**src/rtl/sop_pkg.sv**
```systemverilog
package sop_pkg;
  // Byte addresses of the registers on the APB port.
  localparam logic [7:0] SOP_ADDR_OPTION = 8'h39;
  localparam logic [7:0] SOP_ADDR_PRIO = 8'h3c;
  localparam logic [7:0] SOP_ADDR_SERVICE = 8'h40;
  localparam logic [7:0] SOP_ADDR_IRQ_STATUS = 8'h44;
  localparam logic [7:0] SOP_ADDR_IRQ_MASK = 8'h48;
  localparam logic [7:0] SOP_ADDR_CTRL = 8'h4c;
  // Reset values.
  localparam logic [7:0] SOP_OPTION_RESET = 8'h10;
  localparam logic [4:0] SOP_PRIO_RESET = 5'h06;
  // Option field positions.
  localparam int SOP_BIT_IRQ_EDGE_SENSE = 5;
  localparam int SOP_BIT_DLY = 4;
  localparam int SOP_BIT_CME = 3;
  localparam int SOP_BIT_CLOCK_MONITOR_FORCE = 2;
  localparam logic [7:0] SOP_OPTION_PROTECT = 8'h37;
  // Watchdog service keys.
  localparam logic [7:0] SOP_KEY_ARM = 8'h55;
  localparam logic [7:0] SOP_KEY_CLEAR = 8'haa;
  // Timing, counter width and priority codes.
  localparam int SOP_PROTECT_CYCLES = 64;
  localparam int SOP_WDOG_EXP_BASE = 15;
  localparam int SOP_WDOG_EXP_STEP = 2;
  localparam int SOP_WDOG_CNT_W = 22;
  localparam logic [4:0] SOP_PRIO_IRQ = 5'h06;
  localparam logic [4:0] SOP_PRIO_MAX = 5'h14;
  // Interrupt status bits.
  localparam int SOP_EV_WDOG = 0;
  localparam int SOP_EV_CLKFAIL = 1;
  localparam int SOP_EV_IRQ = 2;
  localparam int SOP_EV_STOPEXIT = 3;
  localparam int SOP_EV_W = 4;
  // Stop exit state machine.
  typedef enum logic [1:0] {SOP_RUN = 2'b00, SOP_STOP = 2'b01, SOP_WAKE = 2'b11} sop_stop_e;
  // Mode bits held in the priority register.
  typedef struct packed {
    logic boot_rom_read;
    logic special_mode_select;
    logic mode_select_a;
  } sop_mode_s;
endpackage : sop_pkg

```
**src/rtl/sop_irq_sense.sv**
```systemverilog
`timescale 1ns/1ps
`default_nettype none
// Senses the external request as a level or a falling edge.
module sop_irq_sense
  import sop_pkg::*;
(
  input wire logic pclk,
  input wire logic presetn,
  input wire logic irq_n,
  input wire logic edge_mode,
  input wire logic ack,
  output logic pending
);
  typedef struct packed {
    logic prev;
    logic latch;
  } sop_sense_s;
  sop_sense_s s_reg, s_next;

  // Latch a falling edge until acknowledged; a new edge wins over the acknowledge.
  always_comb
  begin
    s_next = s_reg;
    s_next.prev = irq_n;
    if (ack)
      s_next.latch = 1'b0;
    if (s_reg.prev && !irq_n)
      s_next.latch = 1'b1;
  end

  always_ff @(posedge pclk or negedge presetn)
  begin
    if (!presetn)
      s_reg <= '{prev: 1'b1, latch: 1'b0};
    else
      s_reg <= s_next;
  end

  // Level while low, or the held edge.
  assign pending = edge_mode ? s_reg.latch : !irq_n;
endmodule : sop_irq_sense
`default_nettype wire

```
**src/rtl/sop_watchdog.sv**
```systemverilog
`timescale 1ns/1ps
`default_nettype none
// Watchdog counter with the two-write service sequence.
module sop_watchdog
  import sop_pkg::*;
#(
  parameter int CNT_W = SOP_WDOG_CNT_W
)
(
  input wire logic pclk,
  input wire logic presetn,
  input wire logic enable,
  input wire logic [1:0] rate,
  input wire logic svc_wr,
  input wire logic [7:0] svc_data,
  output logic timeout
);
  typedef struct packed {
    logic armed;
    logic [CNT_W-1:0] cnt;
    logic timeout;
  } sop_wd_s;
  sop_wd_s s_reg, s_next;

  // Terminal count for a rate code.
  function automatic logic [CNT_W-1:0] wd_limit(input logic [1:0] r);
    int e;
    e = SOP_WDOG_EXP_BASE + SOP_WDOG_EXP_STEP * int'(r);
    wd_limit = CNT_W'((64'd1 << e) - 64'd1);
  endfunction : wd_limit

  // Arm on 55, restart only on an armed AA, pulse on expiry.
  always_comb
  begin
    s_next = s_reg;
    s_next.timeout = 1'b0;
    if (enable)
      s_next.cnt = s_reg.cnt + 1'b1;
    if (enable && s_reg.cnt >= wd_limit(rate))
    begin
      s_next.timeout = 1'b1;
      s_next.cnt = '0;
    end
    if (svc_wr)
    begin
      if (svc_data == SOP_KEY_ARM)
        s_next.armed = 1'b1;
      else if (svc_data == SOP_KEY_CLEAR && s_reg.armed)
      begin
        s_next.cnt = '0;
        s_next.armed = 1'b0;
      end
    end
  end

  always_ff @(posedge pclk or negedge presetn)
  begin
    if (!presetn)
      s_reg <= '0;
    else
      s_reg <= s_next;
  end

  assign timeout = s_reg.timeout;
endmodule : sop_watchdog
`default_nettype wire

```
**src/rtl/sop_system_option.sv**
```systemverilog
// The APB slave port was chosen for this implementation.
`timescale 1ns/1ps
`default_nettype none
// Option register, watchdog, clock monitor, stop exit and priority select.
module sop_system_option
  import sop_pkg::*;
#(
  parameter int STOP_DELAY_CYCLES = 4064,
  parameter int MONITOR_TIMEOUT = 16
)
(
  input wire logic pclk,
  input wire logic presetn,
  input wire logic psel,
  input wire logic penable,
  input wire logic pwrite,
  input wire logic [7:0] paddr,
  input wire logic [31:0] pwdata,
  output logic [31:0] prdata,
  output logic pready,
  output logic pslverr,
  input wire logic [2:0] mode_strap,
  input wire logic cpu_irq_mask,
  input wire logic irq_n,
  input wire logic irq_ack,
  input wire logic watchdog_disable,
  input wire logic clk_tick,
  input wire logic stop_req,
  input wire logic wake_req,
  output logic irq_pending,
  output logic [4:0] promoted_source,
  output logic resume,
  output logic watchdog_reset,
  output logic clock_fail_reset,
  output logic converter_power_on,
  output logic converter_clock_choice,
  output logic [2:0] mode_bits,
  output logic interrupt
);
  localparam int SOP_OPTION_W = 1;
  typedef struct packed {
    logic [7:0] option;
    logic [SOP_OPTION_W-1:0] written;
    logic [6:0] protect_cnt;
    logic strap_taken;
    sop_mode_s mode;
    logic [4:0] prio;
    logic [4:0] promoted;
    sop_stop_e stop_st;
    logic [12:0] stop_cnt;
    logic [4:0] mon_cnt;
    logic clock_fail;
    logic resume;
    logic irq_pending;
    logic [SOP_EV_W-1:0] status;
    logic [SOP_EV_W-1:0] mask;
    logic [31:0] prdata;
    logic pready;
    logic pslverr;
    logic interrupt;
  } sop_state_s;
  sop_state_s s_reg, s_next;

  logic irq_seen;
  logic wd_timeout;
  logic svc_wr;
  logic wr_acc;
  logic monitor_on;

  // Maps a priority code to the promoted source.
  function automatic logic [4:0] prio_map(input logic [4:0] c);
    if (c < SOP_PRIO_IRQ || c > SOP_PRIO_MAX)
      prio_map = SOP_PRIO_IRQ;
    else
      prio_map = c;
  endfunction : prio_map

  assign wr_acc = psel && penable && pwrite && !s_reg.pready;
  assign svc_wr = wr_acc && paddr == SOP_ADDR_SERVICE;
  assign monitor_on = s_reg.option[SOP_BIT_CME] || s_reg.option[SOP_BIT_CLOCK_MONITOR_FORCE];

  sop_irq_sense u_sense (
    .pclk(pclk),
    .presetn(presetn),
    .irq_n(irq_n),
    .edge_mode(s_reg.option[SOP_BIT_IRQ_EDGE_SENSE]),
    .ack(irq_ack),
    .pending(irq_seen)
  );

  sop_watchdog u_wdog (
    .pclk(pclk),
    .presetn(presetn),
    .enable(!watchdog_disable),
    .rate(s_reg.option[1:0]),
    .svc_wr(svc_wr),
    .svc_data(pwdata[7:0]),
    .timeout(wd_timeout)
  );

  // All register, monitor, stop and interrupt behaviour.
  always_comb
  begin
    logic [SOP_EV_W-1:0] ev;
    logic special;
    ev = '0;
    s_next = s_reg;
    special = s_reg.mode.special_mode_select;
    // Strap capture once after reset release.
    if (!s_reg.strap_taken)
    begin
      s_next.strap_taken = 1'b1;
      s_next.mode = sop_mode_s'(mode_strap);
    end
    if (s_reg.protect_cnt != 7'(SOP_PROTECT_CYCLES))
      s_next.protect_cnt = s_reg.protect_cnt + 7'h01;
    // APB slave: one wait cycle, answer in the second access cycle.
    s_next.pready = psel && penable && !s_reg.pready;
    s_next.pslverr = 1'b0;
    if (psel && penable && !s_reg.pready)
    begin
      s_next.prdata = 32'h0;
      case (paddr)
        SOP_ADDR_OPTION:
        begin
          s_next.prdata = {24'h0, s_reg.option};
          if (pwrite)
          begin
            s_next.option[7:6] = pwdata[7:6];
            s_next.option[SOP_BIT_CME] = pwdata[SOP_BIT_CME];
            if (special || (s_reg.written == 1'b0 && s_reg.protect_cnt < 7'(SOP_PROTECT_CYCLES)))
            begin
              s_next.option = (s_next.option & ~SOP_OPTION_PROTECT) | (pwdata[7:0] & SOP_OPTION_PROTECT);
              s_next.written = 1'b1;
            end
            // Force stays set until reset.
            if (s_reg.option[SOP_BIT_CLOCK_MONITOR_FORCE])
              s_next.option[SOP_BIT_CLOCK_MONITOR_FORCE] = 1'b1;
          end
        end
        SOP_ADDR_PRIO:
        begin
          s_next.prdata = {24'h0, s_reg.mode, s_reg.prio};
          if (pwrite && cpu_irq_mask)
            s_next.prio = pwdata[4:0];
          if (pwrite && special)
            s_next.mode = sop_mode_s'(pwdata[7:5]);
        end
        SOP_ADDR_SERVICE: s_next.prdata = 32'h0;
        SOP_ADDR_IRQ_STATUS:
        begin
          s_next.prdata = {28'h0, s_reg.status};
          if (pwrite)
            s_next.status = s_reg.status & ~pwdata[SOP_EV_W-1:0];
        end
        SOP_ADDR_IRQ_MASK:
        begin
          s_next.prdata = {28'h0, s_reg.mask};
          if (pwrite)
            s_next.mask = pwdata[SOP_EV_W-1:0];
        end
        SOP_ADDR_CTRL: s_next.prdata = {27'h0, s_reg.promoted};
        default: s_next.pslverr = 1'b1;
      endcase
    end
    s_next.promoted = prio_map(s_reg.prio);
    // Clock monitor: missing ticks for too long trip a reset.
    s_next.clock_fail = 1'b0;
    if (!monitor_on || clk_tick)
      s_next.mon_cnt = '0;
    else if (s_reg.mon_cnt == 5'(MONITOR_TIMEOUT))
    begin
      s_next.clock_fail = 1'b1;
      s_next.mon_cnt = '0;
    end
    else
      s_next.mon_cnt = s_reg.mon_cnt + 5'h01;
    // Stop mode exit with optional stabilization delay.
    s_next.resume = 1'b0;
    case (s_reg.stop_st)
      SOP_RUN:
        if (stop_req)
          s_next.stop_st = SOP_STOP;
      SOP_STOP:
        if (wake_req)
        begin
          if (s_reg.option[SOP_BIT_DLY])
          begin
            s_next.stop_st = SOP_WAKE;
            s_next.stop_cnt = '0;
          end
          else
          begin
            s_next.stop_st = SOP_RUN;
            s_next.resume = 1'b1;
          end
        end
      SOP_WAKE:
        if (s_reg.stop_cnt == 13'(STOP_DELAY_CYCLES - 1))
        begin
          s_next.stop_st = SOP_RUN;
          s_next.resume = 1'b1;
        end
        else
          s_next.stop_cnt = s_reg.stop_cnt + 13'h0001;
      default: s_next.stop_st = SOP_RUN;
    endcase
    s_next.irq_pending = irq_seen;
    // Sticky events; a set in the clearing cycle wins.
    ev[SOP_EV_WDOG] = wd_timeout;
    ev[SOP_EV_CLKFAIL] = s_reg.clock_fail;
    ev[SOP_EV_IRQ] = irq_seen && !s_reg.irq_pending;
    ev[SOP_EV_STOPEXIT] = s_reg.resume;
    s_next.status = s_next.status | ev;
    s_next.interrupt = |(s_next.status & s_next.mask);
  end

  always_ff @(posedge pclk or negedge presetn)
  begin
    if (!presetn)
      s_reg <= '{option: SOP_OPTION_RESET, prio: SOP_PRIO_RESET, promoted: SOP_PRIO_RESET,
                 stop_st: SOP_RUN, default: '0};
    else
      s_reg <= s_next;
  end

  // Outputs straight from flip-flops.
  assign prdata = s_reg.prdata;
  assign pready = s_reg.pready;
  assign pslverr = s_reg.pslverr;
  assign irq_pending = s_reg.irq_pending;
  assign promoted_source = s_reg.promoted;
  assign resume = s_reg.resume;
  assign watchdog_reset = wd_timeout;
  assign clock_fail_reset = s_reg.clock_fail;
  assign converter_power_on = s_reg.option[7];
  assign converter_clock_choice = s_reg.option[6];
  assign mode_bits = s_reg.mode;
  assign interrupt = s_reg.interrupt;
endmodule : sop_system_option
`default_nettype wire

```
**config.mk**
```make
export PLATFORM = sky130hd
export DESIGN_NAME = sop_system_option
export DESIGN_NICKNAME = d
export VERILOG_FILES = /design/src/rtl/sop_pkg.sv /design/src/rtl/sop_irq_sense.sv /design/src/rtl/sop_watchdog.sv /design/src/rtl/sop_system_option.sv
export SDC_FILE = /design/constraint.sdc
export NUM_CORES = 1
export LEC_CHECK = 0
export ABC_CLOCK_PERIOD_IN_PS = 2000
export BUFFER_PORTS_ARGS = -buffer_cell sky130_fd_sc_hd__clkbuf_2
export CAP_MARGIN = 20
export CELL_PAD_IN_SITES_DETAIL_PLACEMENT = 1
export CELL_PAD_IN_SITES_GLOBAL_PLACEMENT = 1
export CORE_MARGIN = 3
export CORE_UTILIZATION = 39
export CTS_CLUSTER_SIZE = 14
export DETAILED_ROUTE_END_ITERATION = 8
export MAX_ROUTING_LAYER = met4
export PLACE_DENSITY_LB_ADDON = 0.1
export SKIP_CTS_REPAIR_TIMING = 1
export SLEW_MARGIN = 20
export SYNTH_ARGS = -nofsm -noshare
export SYNTH_HDL_FRONTEND = slang
export SYNTH_SLANG_ARGS = --single-unit
```
**constraint.sdc**
```tcl
create_clock -name pclk -period 2 [get_ports pclk]
set_clock_uncertainty 0.05 [all_clocks]
set_input_delay 0.3 -clock pclk [delete_from_list [all_inputs] [get_ports pclk]]
set_output_delay 0.3 -clock pclk [all_outputs]
set_load 0.01 [all_outputs]
```
=== Word-level counts from Yosys, hierarchy flattened ===
Index checks and enable logic that the tools add are counted.

* Register bits: 122
* Output and inout port bits: 49
* Logic and storage cells: 139

* Add/sub/neg operators: 6
* Magnitude comparators: 4
* Equality and inequality tests: 18
* Shift-type cells: 1
* Mux-type cells: 41
* Bitwise gates (word level): 6
* Reduce and logical (&&, ||, !) cells: 35

{| class="wikitable"
|+ Operators by type and width
! kind !! count
|-
| two-way mux 22 bit || 3
|-
| two-way mux 23 bit || 2
|-
| == test 8 x 7 -> 1 bit, second input constant || 5
|-
| two-way mux 40 bit || 1
|-
| one-hot mux 8 bit (5 select lines) || 1
|-
| << shifter 1 x 32 -> 22 bit, first input constant || 1
|-
| two-way mux 13 bit || 2
|-
| one-hot mux 13 bit (2 select lines) || 1
|-
| adder 22 x 1 -> 22 bit, second input constant || 1
|-
| >= comparator 22 bit || 1
|-
| subtractor 22 x 1 -> 22 bit, second input constant || 1
|-
| two-way mux 5 bit || 4
|-
| == test 8 x 6 -> 1 bit, second input constant || 2
|-
| two-way mux 4 bit || 4
|-
| two-way mux 8 bit || 2
|-
| two-way mux 15 bit || 1
|-
| adder 13 x 1 -> 13 bit, second input constant || 1
|-
| == test 13 x 12 -> 1 bit, second input constant || 1
|-
| logical AND 1 bit || 12
|-
| two-way mux 1 bit || 12
|-
| AND reduction 4 bit || 3
|-
| != test 2 bit, second input constant || 5
|-
| two-way mux 9 bit || 1
|-
| AND reduction 3 bit || 3
|-
| 27 further kinds || 41
|}

=== Depth between registers and ports, before layout ===
Gate-level depths: netlist of the first run.

* Word-level depth: 9
* Gate-level depth with buffers: 9
* Mapped depth without buffers: 8

=== Hierarchy ===
From an unflattened synthesis of the first run, not the netlist that was laid out.

* Cell total of the unflattened synthesis: 542
* Area total of the unflattened synthesis: 5449.0 µm²

{| class="wikitable"
|+ Modules (own cells, without submodules)
! module !! instances !! cells an instance !! area each (µm²) !! seq. area each (µm²)
|-
| sop_system_option || 1 || 340 || 3622.2 || 1808.0
|-
| sop_watchdog || 1 || 195 || 1746.7 || 600.6
|-
| sop_irq_sense || 1 || 7 || 80.1 || 51.3
|}

=== Least setup slack after synthesis of the first run ===
No wires, ideal clock.

* Kind: register to register
* Start point: reg s_reg, in the netlist pready
* End point: reg u_wdog.s_reg[13] in the netlist's numbering
* Arrival: 1.776 ns
* Required time: 1.831 ns
* Setup slack: 0.055 ns
* Stages on the path, launching flop included: 8
* Buffers on the path: 1
* Period minus slack after synthesis: 1.945 ns
* Cell sequence: dfrtp_1 -> nand3b_1 -> inv_1 -> nand2_1 -> or4_4 -> o211ai_2 -> buf_6 -> nor2_1

{| class="wikitable"
|+ RTL lines
! item !! RTL line !! RTL
|-
| start, declared || sop_system_option.sv:62 || <nowiki>sop_state_s s_reg, s_next;</nowiki>
|-
| start signal, assigned || sop_system_option.sv:221 || <nowiki>s_reg <= '{option: SOP_OPTION_RESET, prio: SOP_PRIO_RESET, promoted: SOP_PRIO_RESET,</nowiki>
|-
| start signal, assigned || sop_system_option.sv:224 || <nowiki>s_reg <= s_next;</nowiki>
|-
| end signal, assigned || sop_watchdog.sv:61 || <nowiki>s_reg <= s_next;</nowiki>
|-
| end, declared || sop_watchdog.sv:23 || <nowiki>sop_wd_s s_reg, s_next;</nowiki>
|}

==> flow_summary.yaml, run 1 <==
sta:
  fin_setup_tns_ps: 0
  layout_min_cycle_time_ps: 1970
  period_share_pct: 98.7
  drv_slew: 0
  rsz0062_at_grt: "yes"
  hold_viol_final: 0
  whs_ps: 89.4
  setup_ws_ps: 25.1
  max_clock_freq_mhz: 506
  setup_violations: 0
  tightest_slew_ps: 558
  maxSlewHeadroom_pct: 62.6
worst_setup_path:
  rr_worst_depth: 8
  crit_path_max_fanout: 22
  endpoint_kind: "flop"
  critical_path.endpoint: "u_wdog.s_reg[4]$_DFF_PN0_"
  critPathSlowestCell: "dfrtp_1"
  startpoint_type: "flop"
  critPathLaunch: "u_wdog.s_reg[14]$_DFF_PN0_"
  path_cells: "ha_1 > nand4_1 > a2111oi_2 > buf_4 > o211ai_1 > o211ai_2 > buf_12 > nor2_1"
  cpPeakStageDelay_ps: 400
  r2r_start: "u_wdog.s_reg[14]$_DFF_PN0_"
  regToRegSetupSlack_ps: 30
  critPathArrivalTime_ps: 2210
  required_ps: 2230
  path_class: "reg2reg"
  r2r-end: "u_wdog.s_reg[4]$_DFF_PN0_"
logic_synthesis:
  synth-simple-area-share_pct: 18.8
  syn_avg_cell_area_um2: 10.3
  ys_seq_area_share_pct: 46.3
  ys_types: 62
  synth_adder_area_share_pct: 5.18
  synth_compound_area_share_pct: 10.3
  synth_edf_count: 0
  synth-xor-area-share_pct: 5.61
  synthFlopType: "dfrtp_1"
  synth_warnings: 0
  async_flop_share_pct: 100
  synth_top_family_by_area: "simple AND/OR/NAND/NOR gates"
  synth_mux_area_share_pct: 5.13
  synth_area_um2: 5310
  ys_ff_latch: 98
  synth_cells: 516
global_route:
  grt_usage_pct: 18.5
  grt_max_degree: 36
  grt_antenna_before_repair: 0
  grt_pass1_vias: 4340
  grt_pass1_wl_um: 21200
  global_route.overflow_total: 0
finish:
  mostFrequentLayoutCell: "dfrtp_1"
  fin_util_pct: 47.8
  nFillCells: 1537
  final_area_um2: 6360
  nets: 692
  largest_reg_flops: 48
  layout_common_cells: "dfrtp_1, nor2_1, clkbuf_2, buf_4, conb_1"
  drive_gt1_share_pct: 26.5
  syn_to_final_growth_pct: 19.6
  n_antenna_cell: 0
clock_network:
  clock-sinks: 98
  cts_root_buf: "clkbuf_16"
  tritoncts: "done"
  h-tree-depth: 3
  clk_latency_ps: 360
  clk_pin_slew_ps: 80
  cts_buffers: 9
  cts_buffer_depth: 2
floorplanning:
  dieWidth_um: 123
  pin_count: 104
  dieArea_um2: 15100
  dieHeight_um: 123
  row_count: 42
  core_um2: 13300
  start_util_pct: 40.0
route:
  vias: 4027
  drtIter0Drc: 162
  antenna_left: 0
  via_per_inst: 5.06
  detail_route.wirelength_um: 12700
  dr.pass1.iters: 4
  drc_errors: 0
  wire_per_inst_um: 16.0
placement:
  routabilityCongestion: 0.902
  hpwl_um: 9750
  placed_cell_area_um2: 5980
  port_buffers: 55
  dp_slack_ps: -173
power:
  powerDensity_nw_per_um2: 742
  ir_worst_vdd_uv: 443
  p_leak_uw: 0.00308
outcome:
  status: "completed"
min_path:
  hp-class: "in2reg"
run:
  max_cap_viol_count: 0
critical path, delay by kind of cell (launching register included):
family | cells | cell delay [ps]
flip-flops | 1 | 400
AO/OA/AOI/OAI | 3 | 490
adder cells (fa/ha/maj) | 1 | 330
AND/OR/NAND/NOR | 2 | 290
buffers and inverters | 2 | 330
Yosys cell counts (all sizes together) (2+ instances only):
library cell  count  area share [%]
mux2i             7             1.3
mux2             18             3.8
ha               22             5.2
nand2b            4            0.47
clkbuf            5            0.35
nor4b             3             1.3
o22ai             2            0.24
inv              27             1.9
a22oi             5            0.71
buf              44             6.3
xor2             18             3.0
nor3              5            0.57
or4               3            0.49
a22o              8             1.3
nand3            21             2.0
nor2             56             4.0
a2bb2oi           2            0.33
nor2b             7            0.82
o21bai            3            0.42
nand2            31             2.2
and4b             2            0.38
a211oi            2            0.28
nand4b            4            0.66
a21o              2            0.28
or2               2            0.24
a311oi            2            0.33
and2              3            0.35
dfstp             6             3.0
and4              5            0.82
and3              6            0.71
nand4            13             1.5
conb              2            0.14
a21oi            14             1.4
a221oi            4            0.66
o31ai             2            0.28
nand3b            3            0.42
o21ai            14             1.3
a31oi             5            0.59
or3               2            0.24
nor4              8            0.94
o211ai            5            0.80
dfrtp            92              43
xnor2            16             2.6
worst min-delay path by stage:
stage,slack [ps],start,to,cells after the start
6_report,90,irq_ack,u_sense.s_reg[0]$_DFFE_PN0P_,2
5_1_grt,80,irq_ack,u_sense.s_reg[0]$_DFFE_PN0P_,2
4_1_cts,-160,presetn,mode_bits[0]$_DFF_PN0_,1
3_5_place_dp,220,presetn,promoted_source[4]$_DFF_PN0_,1
3_3_place_gp,220,presetn,promoted_source[3]$_DFF_PN0_,1
2_1_floorplan,-50,presetn,clock_fail_reset$_DFF_PN0_,0
per-stage QoR:
stage	std cells	total power, uW
after floorplan	546	2660
after global placement	778	2950
after detailed placement	778	2990
after CTS	794	4770
after global routing	796	5010
final	796	4720
layer usage:
metal / global-route usage [%] / part of all wire (%)
met1: 21.1 / 43
met2: 32.6 / 51
met3: 2.90 / 3.9
met4: 7.49 / 2.0
met5: - / 0
final cells by class:
class | count | area (um2) | share of cell area (%)
inverter | 27 | 101 | 1.59
clock buffer | 9 | 225 | 3.54
clock inverter | 7 | 81.3 | 1.28
multi-input combinational | 372 | 2560 | 40.2
sequential | 98 | 2460 | 38.7
tap | 176 | 220 | 3.46
timing repair buffer | 107 | 711 | 11.2
kinds of logic after synthesis:
family	Yosys count
and+or+nand+nor	181
adders and majority gates	22
muxes	25
AOI/OAI and AO/OA	78
xor gates and xnor gates	34
buffers and inverters	76
DFF	98
other	2
power breakdown:
group          internal [uW]  total, uW  switching, uW
registers               2100       2220            111
clock network            892       1760            864
logic                    341        748            407
No activity file was read; power rests on OpenSTA's default activity.
==> run 2: changes to the inputs <==
Settings changed: ABC_CLOCK_PERIOD_IN_PS 2000 to 2400, BUFFER_PORTS_ARGS -buffer_cell sky130_fd_sc_hd__clkbuf_2 to unset, CORE_UTILIZATION 39 to 45, DONT_BUFFER_PORTS set to 1.
Clock period 2 ns to 2.4 ns, I/O delays scaled along.
==> run 2 against run 1 <==
The flow now finishes with violations (hold timing); sequential share of layout area grew 4.9 points; register-to-register slack gained 160 ps; clock-buffer cell count grew 2; largest cell class unchanged; hold slack lost 430 ps; fmax shrank 11%; non-clock buffer count shrank 95; critical endpoint is now u_wdog.s_reg[14]$_DFF_PN0_; cell area shrank 11%; cell count shrank 16%; via count shrank 8.1%.
==> flow_summary.yaml, run 2 (synthesis results as in run 1) <==
floorplanning:
  dieArea_um2: 13100
  row_count: 39
  core_um2: 11500
  dieWidth_um: 115
  pin_count: 104
  dieHeight_um: 115
  start_util_pct: 46.3
worst_setup_path:
  critPathSlowestCell: "dfrtp_1"
  path_cells: "nand2_1 > ha_1 > a21o_1 > a211oi_1 > a2bb2oi_1 > o211ai_2 > buf_4 > nor2_1"
  path_delay_family: "compound AO/OA/AOI/OAI gates"
  startpoint_type: "flop"
  crit_buf_inv: 1
  path_class: "reg2reg"
  crit_path_max_fanout: 22
  endpoint_kind: "flop"
  critPathArrivalTime_ps: 2440
  cpPeakStageDelay_ps: 510
  required_ps: 2620
  regToRegSetupSlack_ps: 190
global_route:
  global_route.overflow_total: 0
  grt_antenna_before_repair: 0
  grt_pass1_vias: 3949
  top_usage_layer: "met2"
  grt_use_met2_pct: 31.7
  gr-usage-met1_pct: 24.3
  grt_pass1_wl_um: 19700
  grtUsageMet3_pct: 4.18
  grt_usage_pct: 19.4
  grt_max_degree: 99
sta:
  whs_ps: -345
  setup_violations: 0
  tightest_slew_ps: 527
  rsz0062_at_grt: "no"
  period_share_pct: 92.1
  drv_slew: 0
  max_clock_freq_mhz: 452
  fin_setup_tns_ps: 0
  layout_min_cycle_time_ps: 2210
  maxSlewHeadroom_pct: 64.8
  hold_viol_final: 98
run:
  max_cap_viol_count: 0
route:
  vias: 3702
  detail_route.wirelength_um: 11700
  antenna_left: 0
  via_per_inst: 5.54
  wire_per_inst_um: 17.5
  dr.pass1.iters: 4
  drc_errors: 0
  drtIter0Drc: 155
clock_network:
  tritoncts: "done"
  cts_buffers: 9
  h-tree-depth: 3
  clock-sinks: 98
  cts_root_buf: "clkbuf_16"
  clk_latency_ps: 350
  clk_pin_slew_ps: 70
  cts_buffer_depth: 2
finish:
  nets: 597
  n_antenna_cell: 0
  largest_reg_flops: 48
  syn_to_final_growth_pct: 6.22
  fin_util_pct: 49.2
  stdcell_count: 668
  drive_gt1_share_pct: 11.8
  nFillCells: 1274
  mostFrequentLayoutCell: "dfrtp_1"
  layout_common_cells: "dfrtp_1, nor2_1, conb_1, nand2_1, inv_1"
min_path:
  hp-class: "in2async"
power:
  finalPower_uw: 3700
  ir_worst_vdd_uv: 377
  p_leak_uw: 0.00264
  powerDensity_nw_per_um2: 656
outcome:
  status: "finished, violations left"
  violations: "hold timing"
placement:
  port_buffers: 0
  hpwl_um: 8560
  routabilityCongestion: 0.833
  dp_cells: 651
==> run 2: path summary, 6_finish.rpt <==
check                                      start                          to  depth (start not counted)
setup / recovery           s_reg[89]$_DFFE_PN0P_  u_wdog.s_reg[14]$_DFF_PN0_                          8
hold / removal                           presetn       prdata[0]$_DFFE_PN0P_                          0
setup reg to reg           s_reg[89]$_DFFE_PN0P_  u_wdog.s_reg[14]$_DFF_PN0_                          8
hold reg to reg            s_reg[87]$_DFFE_PN0P_       s_reg[87]$_DFFE_PN0P_                          1
max in group asynchronous                presetn  u_sense.s_reg[1]$_DFF_PN1_                          0
min in group pclk                          irq_n       irq_pending$_DFF_PN0_                          1
==> run 2: stage by stage <==
step / hold slack [ps] / cell area, um2 / setup WS (ps)
2_1_floorplan: 14.4 / 5430 / 424
3_3_place_gp: 16.5 / 5340 / 260
3_5_place_dp: 16.6 / 5340 / 170
4_1_cts: -363 / 5630 / 156
5_1_grt: -369 / 5640 / 8.79
6_report: -345 / 5640 / 190
==> run 2: per-layer routing <==
metal / vias to the layer above / share of wire (%)
met3: 12 / 4.9
met2: 64 / 49
li1: 1765 / -
met1: 1861 / 45
met5: - / 0
met4: 0 / 1.1
==> run 2: cell type report <==
class	count	area, um2	share of cell area, %
sequential	98	2460	43.6
multi-input combinational	372	2510	44.5
timing repair buffer	12	92.6	1.64
tap	143	179	3.17
inverter	27	101	1.80
clock buffer	11	253	4.48
clock inverter	5	45.0	0.798
==> run 2: power breakdown <==
part           total (uW)  switching, uW  internal, uW
Combinational         346            187           159
Clock                1460            678           780
Sequential           1900            146          1750
Total                3700           1010          2690
==> run 2: worst reg2reg max path: stages (launching register included) <==
cell and delay, ps:
dfrtp_1 510, nand2_1 110, ha_1 300, a21o_1 190
a211oi_1 240, a2bb2oi_1 260, o211ai_2 110, buf_4 230
nor2_1 130
==> run 3: changes to the inputs <==
Settings changed: CORE_UTILIZATION 45 to 41.
==> run 3 against run 2 <==
The flow still finishes with violations (hold timing); register-to-register slack improved by 30 ps; critical endpoint is now u_wdog.s_reg[6]$_DFF_PN0_; clock-buffer cell count fell by 1; sequential share of layout area fell by 0.39 points; flip-flop and latch count did not move; routed wire length rose by 2.3%; power rose by 2.3%; via count rose by 0.14%; die area rose by 9.2%; clock power rose by 6%; non-clock buffer count fell by 1.
==> flow_summary.yaml, run 3 (synthesis results as in run 1) <==
outcome:
  status: "finished, violations left"
  violations: "hold timing"
worst_setup_path:
  crit_path_max_fanout: 22
  cpPeakStageDelay_ps: 450
  endpoint_kind: "flop"
  path_class: "reg2reg"
  critPathArrivalTime_ps: 2400
  critPathSlowestCell: "dfrtp_2"
  path_cells: "nand2_1 > ha_1 > a21o_1 > a211oi_1 > a2bb2oi_1 > o211ai_2 > buf_4 > nor2_1"
  required_ps: 2620
  startpoint_type: "flop"
finish:
  drive_gt1_share_pct: 12.0
  stdcell_count: 692
  area.sequential_um2: 2460
  n_antenna_cell: 0
  mostFrequentLayoutCell: "dfrtp_1"
  layout_common_cells: "dfrtp_1, nor2_1, conb_1, nand2_1, inv_1"
  largest_reg_flops: 48
  nets: 596
  multiInputGateArea_um2: 2520
  syn_to_final_growth_pct: 7.23
  nFillCells: 1412
route:
  drtIter0Drc: 122
  antenna_left: 0
  wl_met2_um: 5960
  detail_route.wirelength_um: 12000
  met3WireLength_um: 547
  highest_layer: "met4"
  via_per_inst: 5.36
  dr.pass1.iters: 4
  drc_errors: 0
  wire_per_inst_um: 17.3
  vias: 3707
  wl_met1_um: 5240
sta:
  setup_violations: 0
  hold_viol_final: 98
  fin_setup_tns_ps: 0
  drv_slew: 0
  setup_ws_ps: 222
  tightest_slew_ps: 530
  max_clock_freq_mhz: 459
  whs_ps: -350
  rsz0062_at_grt: "no"
  maxSlewHeadroom_pct: 64.5
  period_share_pct: 90.7
  layout_min_cycle_time_ps: 2180
global_route:
  grt_pass1_wl_um: 20100
  grt_pass1_vias: 3874
  grt_usage_pct: 18.1
  global_route.overflow_total: 0
  grt_max_degree: 99
  grt_antenna_before_repair: 0
clock_network:
  h-tree-depth: 3
  clock-sinks: 98
  clk_pin_slew_ps: 70
  cts_root_buf: "clkbuf_16"
  cts_buffer_depth: 2
  cts_buffers: 9
  clk_latency_ps: 360
  tritoncts: "done"
placement:
  dp_slack_ps: 123
  hpwl_um: 8930
  routabilityCongestion: 0.797
  dp_cells: 675
  port_buffers: 0
floorplanning:
  dieArea_um2: 14400
  start_util_pct: 43.2
  row_count: 40
  dieHeight_um: 120
  pin_count: 104
  core_um2: 12300
  dieWidth_um: 120
min_path:
  hp-class: "in2async"
power:
  p_leak_uw: 0.00263
  powerDensity_nw_per_um2: 665
  ir_worst_vdd_uv: 443
run:
  max_cap_viol_count: 0
## run 3: layout make-up
cell class              count  share of cell area, %
well taps                 168                   3.69
multi-input cells         372                   44.2
inverters                  27                   1.78
repair buffers             11                   1.49
flip-flops and latches     98                   43.2
clock inverters             6                   1.41
clock buffers              10                   4.20
## run 3: power breakdown
part           internal (uW)  switching (uW)  total, uW
Clock                    858             690       1550
Combinational            159             186        345
Sequential              1750             141       1900
Total                   2770            1020       3790
## run 3: stage by stage
step                cell area (um2)  total power [uW]  utilization, %
global route                   5700              4000            46.3
CTS                            5680              3850            46.2
floorplan                      5430              2220               -
finish                         5700              3790            46.3
global placement               5370              2250            43.6
detailed placement             5370              2270            43.6
## run 3: worst paths after layout
kind	slack, ps	end	cells past startpoint	startpoint
min reg2reg	430	s_reg[87]$_DFFE_PN0P_	1	s_reg[87]$_DFFE_PN0P_
min in group pclk	50	s_reg[42]$_DFF_PN0_	1	pwdata[3]
max	220	u_wdog.s_reg[6]$_DFF_PN0_	8	s_reg[89]$_DFFE_PN0P_
min	-350	promoted_source[3]$_DFF_PN0_	0	presetn
max in group asynchronous	2440	s_reg[92]$_DFFE_PN1P_	0	presetn
max reg2reg	220	u_wdog.s_reg[6]$_DFF_PN0_	8	s_reg[89]$_DFFE_PN0P_
## run 3: layer usage
metal | up-vias | track usage, %
met5 | - | -
met4 | 0 | 6.73
met3 | 12 | 3.68
met2 | 72 | 30.9
met1 | 1867 | 21.1
li1 | 1756 | -
## run 3: worst max-delay path: cells and delay by family (launching register included)
kind	cells	cell delay, ps
buffers and inverters	1	230
flip-flops	1	450
AND/OR/NAND/NOR	2	260
adder cells (fa/ha/maj)	1	300
AO/OA/AOI/OAI	4	810
